<file path="config.mk">
export PLATFORM = sky130hd
export DESIGN_NAME = rac_bank
export DESIGN_NICKNAME = d
export VERILOG_FILES = /design/src/rac_pkg.sv /design/src/rac_setclr_if.sv /design/src/rac_setclr.sv /design/src/rac_bank.sv
export VERILOG_INCLUDE_DIRS = /design/src
export SDC_FILE = /design/constraint.sdc
export NUM_CORES = 1
export LEC_CHECK = 0
export BUFFER_PORTS_ARGS = -buffer_cell sky130_fd_sc_hd__buf_4
export CAP_MARGIN = 20
export CORE_MARGIN = 1.5
export CORE_UTILIZATION = 46
export DETAILED_ROUTE_END_ITERATION = 8
export PLACE_DENSITY = 0.82
export RECOVER_POWER = 50
export SLEW_MARGIN = 20
export SYNTH_ARGS = -nofsm -noshare
export SYNTH_HDL_FRONTEND = slang
export SYNTH_HIERARCHICAL = 1
export SYNTH_SLANG_ARGS = --single-unit
</file>
<file path="constraint.sdc">
create_clock -name clk_sys -period 1.3 [get_ports clk_sys]
set_input_delay 0.065 -clock clk_sys [delete_from_list [all_inputs] [get_ports clk_sys]]
set_output_delay 0.065 -clock clk_sys [all_outputs]
set_load 0.005 [all_outputs]
</file>
<file path="src/rac_params.svh">
// Constants for the register access cell bank: indices, masks, reset values.
// Assumes it is included by bare name from the design files.
//
// Functional notes
// - Read/write bits store and return written value.
// - Read-only bits ignore writes, show current value.
// - Write-only bits accept writes, read value undefined.
// - Reserved bits always read back as zero.
// - Read-only fields never show reserved encodings.
// - Power and software reset restore reset values.
// - Debug register survives peripheral software reset.
// - One to clear alias clears shared bit.
// - One to set alias sets shared bit.
// - Both aliases read the same shared value.
// - Simultaneous set and clear: clear wins.
`ifndef RAC_PARAMS_SVH
`define RAC_PARAMS_SVH

`define RAC_IDX_CTRL 3'h0
`define RAC_IDX_STATUS 3'h1
`define RAC_IDX_CMD 3'h2
`define RAC_IDX_FLAGSET 3'h3
`define RAC_IDX_FLAGCLR 3'h4
`define RAC_IDX_DEBUG 3'h5

`define RAC_CTRL_RSVD 8'hc0
`define RAC_DEBUG_RSVD 8'hf0
`define RAC_CTRL_RST 8'h00
`define RAC_DEBUG_RST 8'h00
`define RAC_STATUS_RST 8'h00
`define RAC_FLAGS_RST 8'h00
`define RAC_CMD_RST 8'h00
`define RAC_RDATA_RST 8'h00

`define RAC_STATE_LSB 0
`define RAC_STATE_MSB 1
`define RAC_STATE_RSVD 2'h3

`endif

</file>
<file path="src/rac_pkg.sv">
// Types shared by the register access cell bank.
// Assumes nothing of its surroundings.
package rac_pkg;
   typedef logic [7:0] rac_byte_t;
   typedef logic [2:0] rac_idx_t;
endpackage

</file>
<file path="src/rac_setclr_if.sv">
// Carrier between the bank and its set/clear pair cell.
// Assumes one clock domain on clk_sys.
`timescale 1ns/1ps
`default_nettype none
interface rac_setclr_if #(parameter int DW = 8);
   logic [DW-1:0] setMask;
   logic [DW-1:0] clrMask;
   logic softRst;
   logic [DW-1:0] value;
   modport owner (input setMask, input clrMask, input softRst, output value);
   modport user (output setMask, output clrMask, output softRst, input value);
endinterface
`default_nettype wire

</file>
<file path="src/rac_setclr.sv">
// Shared storage behind a set alias and a clear alias.
// Assumes masks are already gated by their write strobes.
`timescale 1ns/1ps
`default_nettype none
`include "rac_params.svh"
module rac_setclr #(
   parameter int DW = 8
) (
   input wire logic clk_sys, // System clock
   input wire logic rst, // Synchronous reset, active high
   rac_setclr_if.owner sc // Masks in, shared value out
);
   logic [DW-1:0] value_r;
   logic [DW-1:0] value_nxt;

   // Shared storage is read through one byte at most
   if (DW < 1 || DW > 8) begin : g_bad_dw
      $error("rac_setclr: DW must be 1 to 8");
   end

   ////////////////////////////////////////////////////////////////////////////
   // Clear applied after set so a bit asked in both ends cleared
   always_comb begin
      value_nxt = (value_r | sc.setMask) & ~sc.clrMask;
   end

   always_ff @(posedge clk_sys) begin
      if (rst || sc.softRst) begin
         value_r <= DW'(`RAC_FLAGS_RST);
      end else begin
         value_r <= value_nxt;
      end
   end

   assign sc.value = value_r;
endmodule
`default_nettype wire

</file>
<file path="src/rac_bank.sv">
// Register access cell bank: one cell of each access kind.
// Assumes synchronous strobes on clk_sys; reads answer one cycle later.
`timescale 1ns/1ps
`default_nettype none
`include "rac_params.svh"
module rac_bank #(
   parameter int DW = 8
) (
   input wire logic clk_sys, // System clock, 50 MHz
   input wire logic rst, // Power reset, synchronous, active high
   input wire logic softRst, // Peripheral software reset pulse
   input wire logic wrEn, // Write strobe
   input wire rac_pkg::rac_idx_t wrSel, // Written register index
   input wire rac_pkg::rac_byte_t wrData, // Write data
   input wire logic setEn, // Extra set alias strobe
   input wire logic [DW-1:0] setData, // Extra set alias data
   input wire logic clrEn, // Extra clear alias strobe
   input wire logic [DW-1:0] clrData, // Extra clear alias data
   input wire rac_pkg::rac_byte_t statusIn, // Live status for read-only cell
   input wire rac_pkg::rac_idx_t rdSel, // Read register index
   output rac_pkg::rac_byte_t rdData_r, // Read data, one cycle after rdSel
   output rac_pkg::rac_byte_t ctrlOut_r, // Read/write cell contents
   output rac_pkg::rac_byte_t cmdOut_r, // Last write-only value
   output logic cmdPulse_r, // One cycle after a write-only write
   output rac_pkg::rac_byte_t dbgOut_r, // Debug cell contents
   output logic [DW-1:0] flagsOut_r // Shared set/clear storage
);
   rac_pkg::rac_byte_t status_r;
   rac_pkg::rac_byte_t statusClean;
   rac_pkg::rac_byte_t flagsWide;
   rac_pkg::rac_byte_t rdData_nxt;
   logic anyRst;
   logic [DW-1:0] setMask;
   logic [DW-1:0] clrMask;

   rac_setclr_if #(.DW(DW)) sc ();

   // Flags are zero-extended into a byte-wide read path
   if (DW < 1 || DW > 8) begin : g_bad_dw
      $error("rac_bank: DW must be 1 to 8");
   end

   function automatic rac_pkg::rac_byte_t keepLegal(input rac_pkg::rac_byte_t d,
                                                    input rac_pkg::rac_byte_t rsvd);
      keepLegal = d & ~rsvd;
   endfunction

   function automatic logic hit(input logic en, input rac_pkg::rac_idx_t sel,
                                input rac_pkg::rac_idx_t idx);
      hit = en && (sel == idx);
   endfunction

   assign anyRst = rst || softRst;

   ////////////////////////////////////////////////////////////////////////////
   // Read/write cell
   always_ff @(posedge clk_sys) begin
      if (anyRst) begin
         ctrlOut_r <= `RAC_CTRL_RST;
      end else if (hit(wrEn, wrSel, `RAC_IDX_CTRL)) begin
         ctrlOut_r <= keepLegal(wrData, `RAC_CTRL_RSVD);
      end
   end

   // Debug cell: only power reset touches it
   always_ff @(posedge clk_sys) begin
      if (rst) begin
         dbgOut_r <= `RAC_DEBUG_RST;
      end else if (hit(wrEn, wrSel, `RAC_IDX_DEBUG)) begin
         dbgOut_r <= keepLegal(wrData, `RAC_DEBUG_RSVD);
      end
   end

   ////////////////////////////////////////////////////////////////////////////
   // Read-only cell; a reserved state code holds the last legal one,
   // trading a stale state code for as long as the reserved code lasts for never exposing an illegal code
   always_comb begin
      statusClean = statusIn;
      if (statusIn[`RAC_STATE_MSB:`RAC_STATE_LSB] == `RAC_STATE_RSVD) begin
         statusClean[`RAC_STATE_MSB:`RAC_STATE_LSB] =
            status_r[`RAC_STATE_MSB:`RAC_STATE_LSB];
      end
   end

   always_ff @(posedge clk_sys) begin
      if (anyRst) begin
         status_r <= `RAC_STATUS_RST;
      end else begin
         status_r <= statusClean;
      end
   end

   ////////////////////////////////////////////////////////////////////////////
   // Write-only cell
   always_ff @(posedge clk_sys) begin
      if (anyRst) begin
         cmdOut_r <= `RAC_CMD_RST;
         cmdPulse_r <= 1'b0;
      end else begin
         cmdPulse_r <= hit(wrEn, wrSel, `RAC_IDX_CMD);
         if (hit(wrEn, wrSel, `RAC_IDX_CMD)) begin
            cmdOut_r <= wrData;
         end
      end
   end

   ////////////////////////////////////////////////////////////////////////////
   // Set/clear pair; bits zero in both masks leave storage alone
   always_comb begin
      setMask = setEn ? setData : '0;
      clrMask = clrEn ? clrData : '0;
      if (hit(wrEn, wrSel, `RAC_IDX_FLAGSET)) setMask = setMask | wrData[DW-1:0];
      if (hit(wrEn, wrSel, `RAC_IDX_FLAGCLR)) clrMask = clrMask | wrData[DW-1:0];
   end

   assign sc.setMask = setMask;
   assign sc.clrMask = clrMask;
   assign sc.softRst = softRst;

   rac_setclr #(.DW(DW)) u_pair (
      .clk_sys(clk_sys),
      .rst(rst),
      .sc(sc)
   );

   assign flagsOut_r = sc.value;

   ////////////////////////////////////////////////////////////////////////////
   // Read mux; write-only and unmapped indices read zero
   always_comb begin
      flagsWide = 8'h00;
      flagsWide[DW-1:0] = sc.value;
      unique case (rdSel)
         `RAC_IDX_CTRL: rdData_nxt = ctrlOut_r;
         `RAC_IDX_STATUS: rdData_nxt = status_r;
         `RAC_IDX_FLAGSET: rdData_nxt = flagsWide;
         `RAC_IDX_FLAGCLR: rdData_nxt = flagsWide;
         `RAC_IDX_DEBUG: rdData_nxt = dbgOut_r;
         default: rdData_nxt = 8'h00;
      endcase
   end

   always_ff @(posedge clk_sys) begin
      if (rst) begin
         rdData_r <= `RAC_RDATA_RST;
      end else begin
         rdData_r <= rdData_nxt;
      end
   end
endmodule
`default_nettype wire

</file>
After elaboration in Yosys (flattened, before gate mapping):

Index checks and enable logic that the tools add are counted.

* equality and inequality tests: 9
* multiplexer cells: 5
* bitwise operators: 5
* reduce and logical (&&, ||, !) cells: 9

Operator list (number)
* 8-bit 2-to-1 mux: 4
* 8-bit one-hot mux with 4 select lines: 1
* 8-bit OR: 3
* 3-bit == test, second input constant: 4
* 3-bit by 2-bit == test with 1-bit output, second input constant: 3
* 8-bit AND: 1
* 8-bit NOT: 1
* 3-bit logical NOT: 2
* 1-bit logical AND: 5
* 3-bit by 1-bit == test with 1-bit output, second input constant: 1
* 2-bit == test, second input constant: 1
* 2-bit OR reduction: 1
* 1-bit logical OR: 1

* register bits after elaboration: 43
* output and inout port bits: 41
* word-level logic and storage cells: 36

Logic depth before layout (Yosys ltp):

* depth in word-level cells: 5
* depth in mapped cells: 5
* depth with buffers taken out: 4

Modules after synthesis:

The synthesis kept the hierarchy.

Modules (own cells, without submodules)
* rac_bank: times used 1, cells an instance 178, area each 1620.3 µm²
* rac_setclr: times used 1, cells an instance 26, area each 287.8 µm²

Worst setup path after synthesis:

OpenSTA, ideal clock, no wires.

* path type: input -> register
* start: in rdSel[1]
* end: reg rdData_r[0]
* library setup time: 0.060 ns
* arrival time: 0.882 ns
* data required time: 1.240 ns
* setup slack: 0.358 ns
* stages on the path: 4
* path buffers: 1
* cell sequence: buf_6 or3b_4 a21oi_4 a221o_1

* word-level cells in the longest chain between the ends: 3
* elaborated cells between the ends (all ways): 7
* classes of those cells: eq/ne: 4; mux: 1; reduce/logical: 2

RTL lines
* start: declaration: RTL line rac_bank.sv:20 `input wire rac_pkg::rac_idx_t rdSel,`
* 3-bit == test or 3-bit by 2-bit == test with 1-bit output (tied branches): RTL line rac_bank.sv:133 `unique case (rdSel)`
* 2-bit OR reduction (no source line)
* 8-bit one-hot mux with 4 select lines *: RTL line rac_bank.sv:133
* end signal: assignment: RTL line rac_bank.sv:145 `` rdData_r <= `RAC_RDATA_RST; ``
* end signal: assignment: RTL line rac_bank.sv:147 `rdData_r <= rdData_nxt;`
* end: declaration: RTL line rac_bank.sv:21 `output rac_pkg::rac_byte_t rdData_r,`

Every way passes the cells marked *; elsewhere a longest branch is shown, timed or not.
A chain may end at the register's enable or synchronous reset.

Worst setup path in the final report:

* start: reg ctrlOut_r[4]
* end: reg rdData_r[4]

* word-level cells in the longest chain between the ends: 1

RTL lines
* start: declaration: RTL line rac_bank.sv:22 `output rac_pkg::rac_byte_t ctrlOut_r,`
* start signal: assignment: RTL line rac_bank.sv:59 `` ctrlOut_r <= `RAC_CTRL_RST; ``
* start signal: assignment: RTL line rac_bank.sv:61 `` ctrlOut_r <= keepLegal(wrData, `RAC_CTRL_RSVD); ``
* 8-bit one-hot mux with 4 select lines: RTL line rac_bank.sv:133

Every way passes these cells.

==> metrics.txt <==
drt drc=0; IO Port Bufs=78; GPL Wtd Cong=0.7366; Critical Path Sink Type=register; Final nets=about 330; total grt overflow=0; pre-CTS setup slack=0.2247 ns; crit path time final=1.005 ns; Synth Area per Inst=about 9.4 µm²; mux share of post-synthesis cell area=5.246%; Antenna Cells=0; Seq pwr share=49.8%; critical path arrival=around 1.2 ns; final setup TNS=0 ns; final setup violation count=0; layout cells sized above 1=between 30% and 40%; Hold Vio Cnt, Final=0; post-route insts no fill=335; largest net degree at the start of global routing=17; Worst Path Required=1.52 ns; Max VDD drop=0.7112 mV; EDFF count, synth=0; PD cells=between 1000 and 1500 mW/mm²; worst relative slew slack=58.08%; Final HPWL DP=~3.7 mm; R2R depth=3; synth top area cells=dfxtp_1 (45%), a22o_1 (7.3%), mux2i_1 (5.2%); clock buffer depth=2; Root Buffer=clkbuf_8; Post-synth ARST share=0%; Initial Util=47.70%; Max Used Layer=met4; hold crit path type=input port to register; WL/cell=14.30 µm; Net Sw Frac=23.30%; max_cap viols=0; DR pass1 iterations=4; Synth Register Bits=43; Die W=around 67 µm; Period Utilization, post-route=77.27%; clk_lat worst skew=roughly 0.29 ns; Hold EP=status_r[0]; # rows=23; WL met1=2.067 mm; H-tree levels=2; CTS tree=built; mapped cell area=0.001908 mm²; commonest cells in the netlist=dfxtp_1 (43), nand2_1 (22), nor2_1 (19); hold wc startpoint=statusIn[0]; startpoint types=register; critical path class=register to register; Detailed Route Iter0 Violations=101; xor-xnor portion of the synthesized cell area=0%; Adder-Cell Fraction of Synth Area=0%; Seq/Total Area, Yosys=approximately 45%; Layout Skew=0.008429 ns; Worst Setup SP=ctrlOut_r[4]; WL met2=approximately 2.4 mm; Post-CTS Setup Inserts=0; area leader, netlist=dfxtp_1; Compound-Gate Fraction of Synth Area=between 10% and 20%; FF-to-FF End=rdData_r[4]; met3 routed WL=approximately 320 µm; Area Overhead vs Synth=36.07%; outcome=complete, no violations; multi-input combinational cell area=about 900 µm²; Antenna Nets Post-Route=0; Synth Instances=204; Post-synth top flop=dfxtp_1; die extent in y=67.41 µm; pins over their slew limit=0; Register Area=860.8 µm²; distinct cell type count after synthesis=38; first-pass GRT wire length=7.659 mm; Core Region=0.004000 mm²; Synth Area in Simple Gates=25.90%; Pint=2.099 mW; CTS Buf Count=5; Synth top area share=45.11%; largest family of logic cells by synthesized area=simple AND/OR/NAND/NOR gates; antenna violations before repair=0; routed vias=around 1,700; Cells after DPL=roughly 320; Die Area=0.004543 mm²; Worst-Margin Slew=0.6288 ns; Routed WL=4.790 mm; part of the power in the clock network=37.9%; clock-pin slew on the worst setup and hold paths=0.09 ns; Max FO, Critical Path=3; RSZ-0062 raised after global routing=no; Reg2Reg Launch Point=ctrlOut_r[4]; Final Worst Setup Slack=0.2955 ns; Ports=85; most frequent cell after synthesis=dfxtp_1; Clock Sinks=between 40 and 50; Comb pwr share=12.3%; vias in the first global route=between 1,500 and 2,000; Sw Pwr=0.6377 mW; GRT Util Overall=22.55%; fillcell total=344; Reg2Reg Setup Slack=0.30 ns; Leak=1.117 nW; Via density=about 5.2; Syn. warnings=6; fmax=995.5 MHz; Worst Hold Depth=3
==> worst max-delay path: stages, from the launching register on <==
cell and delay (ns):
dfxtp_1 0.37, mux2i_1 0.08, or3_1 0.30, a31oi_1 0.18
==> power groups by stage <==
| stage | Clock (mW) | Combinational, mW | Sequential [mW] |
|---|---|---|---|
| after CTS | 1.07 | 0.350 | 1.36 |
| final | 1.04 | 0.338 | 1.36 |
| after global placement | 0 | 0.328 | 1.39 |
| after floorplan | 0 | 0.180 | 1.39 |
| after detailed placement | 0 | 0.334 | 1.39 |
| after global routing | 1.13 | 0.369 | 1.37 |
==> stage by stage <==
| stage | area (µm²) | hold WS [ns] | power (mW) | util, % |
|---|---|---|---|---|
| 6_report | 2596 | 0.01948 | 2.737 | 64.90 |
| 3_3_place_gp | 2476 | 0.2700 | 1.721 | 61.90 |
| 5_1_grt | 2596 | 0.02963 | 2.865 | 64.90 |
| 4_1_cts | 2649 | 0.01121 | 2.782 | 66.22 |
| 3_5_place_dp | 2476 | 0.2717 | 1.728 | 61.90 |
| 2_1_floorplan | 1927 | 0.1867 | 1.568 | - |
==> per-layer routing <==
metal | GRT usage, % | vias up
li1 | - | 871
met1 | 27.71 | 799
met2 | 38.86 | 61
met3 | 6.833 | 2
met4 | 4.847 | 0
met5 | 0 | -
==> cell usage in the layout (no fill, tap or decap), drive strengths merged, types with 4 or more instances in the layout <==
cell,n
conb,6
nand3,10
a221o,4
nor3,9
dfxtp,43
a21oi,9
dlygate4sd3,6
buf,66
o21ai,7
mux2i,10
clkbuf,21
nor2b,4
and2,6
a22o,16
nand2,22
nor2,20
==> how the worst max path moves through the flow <==
stage,endpoint,cells after the start
after global placement,rdData_r[0],4
after floorplan,rdData_r[0],4
final,rdData_r[4],3
after detailed placement,rdData_r[2],3
after global routing,ctrlOut_r[1],5
after CTS,rdData_r[4],3
==> state kept, by name, summed over array words and instances, names as in the netlist <==
signal           cells
cmdOut_r             8
cmdPulse_r           1
ctrlOut_r            6
dbgOut_r             4
rdData_r             8
status_r             8
u_pair/sc.value      8
==> timing repair <==
item | 4_1_cts | 5_1_grt
hold endpoints to repair | 6 | 0
hold buffers | 6 | 0
gates resized for setup | 0 | 0
==> logic make-up after synthesis <==
| group | count (synthesis) |
|---|---|
| compound gates | 42 |
| flops | 43 |
| buf+inv | 21 |
| simple gates | 87 |
| other cells | 1 |
| mux | 10 |
==> area by class of cell <==
type                    count  share of cell area [%]
well taps                  50                   2.410
repair buffers             88                   25.20
flip-flops and latches     43                   33.16
multi-input cells         145                   34.75
inverters                   1                  0.1446
clock inverters             3                   1.687
clock buffers               5                   2.651
Note: power is estimated with default switching activity, not from simulation.
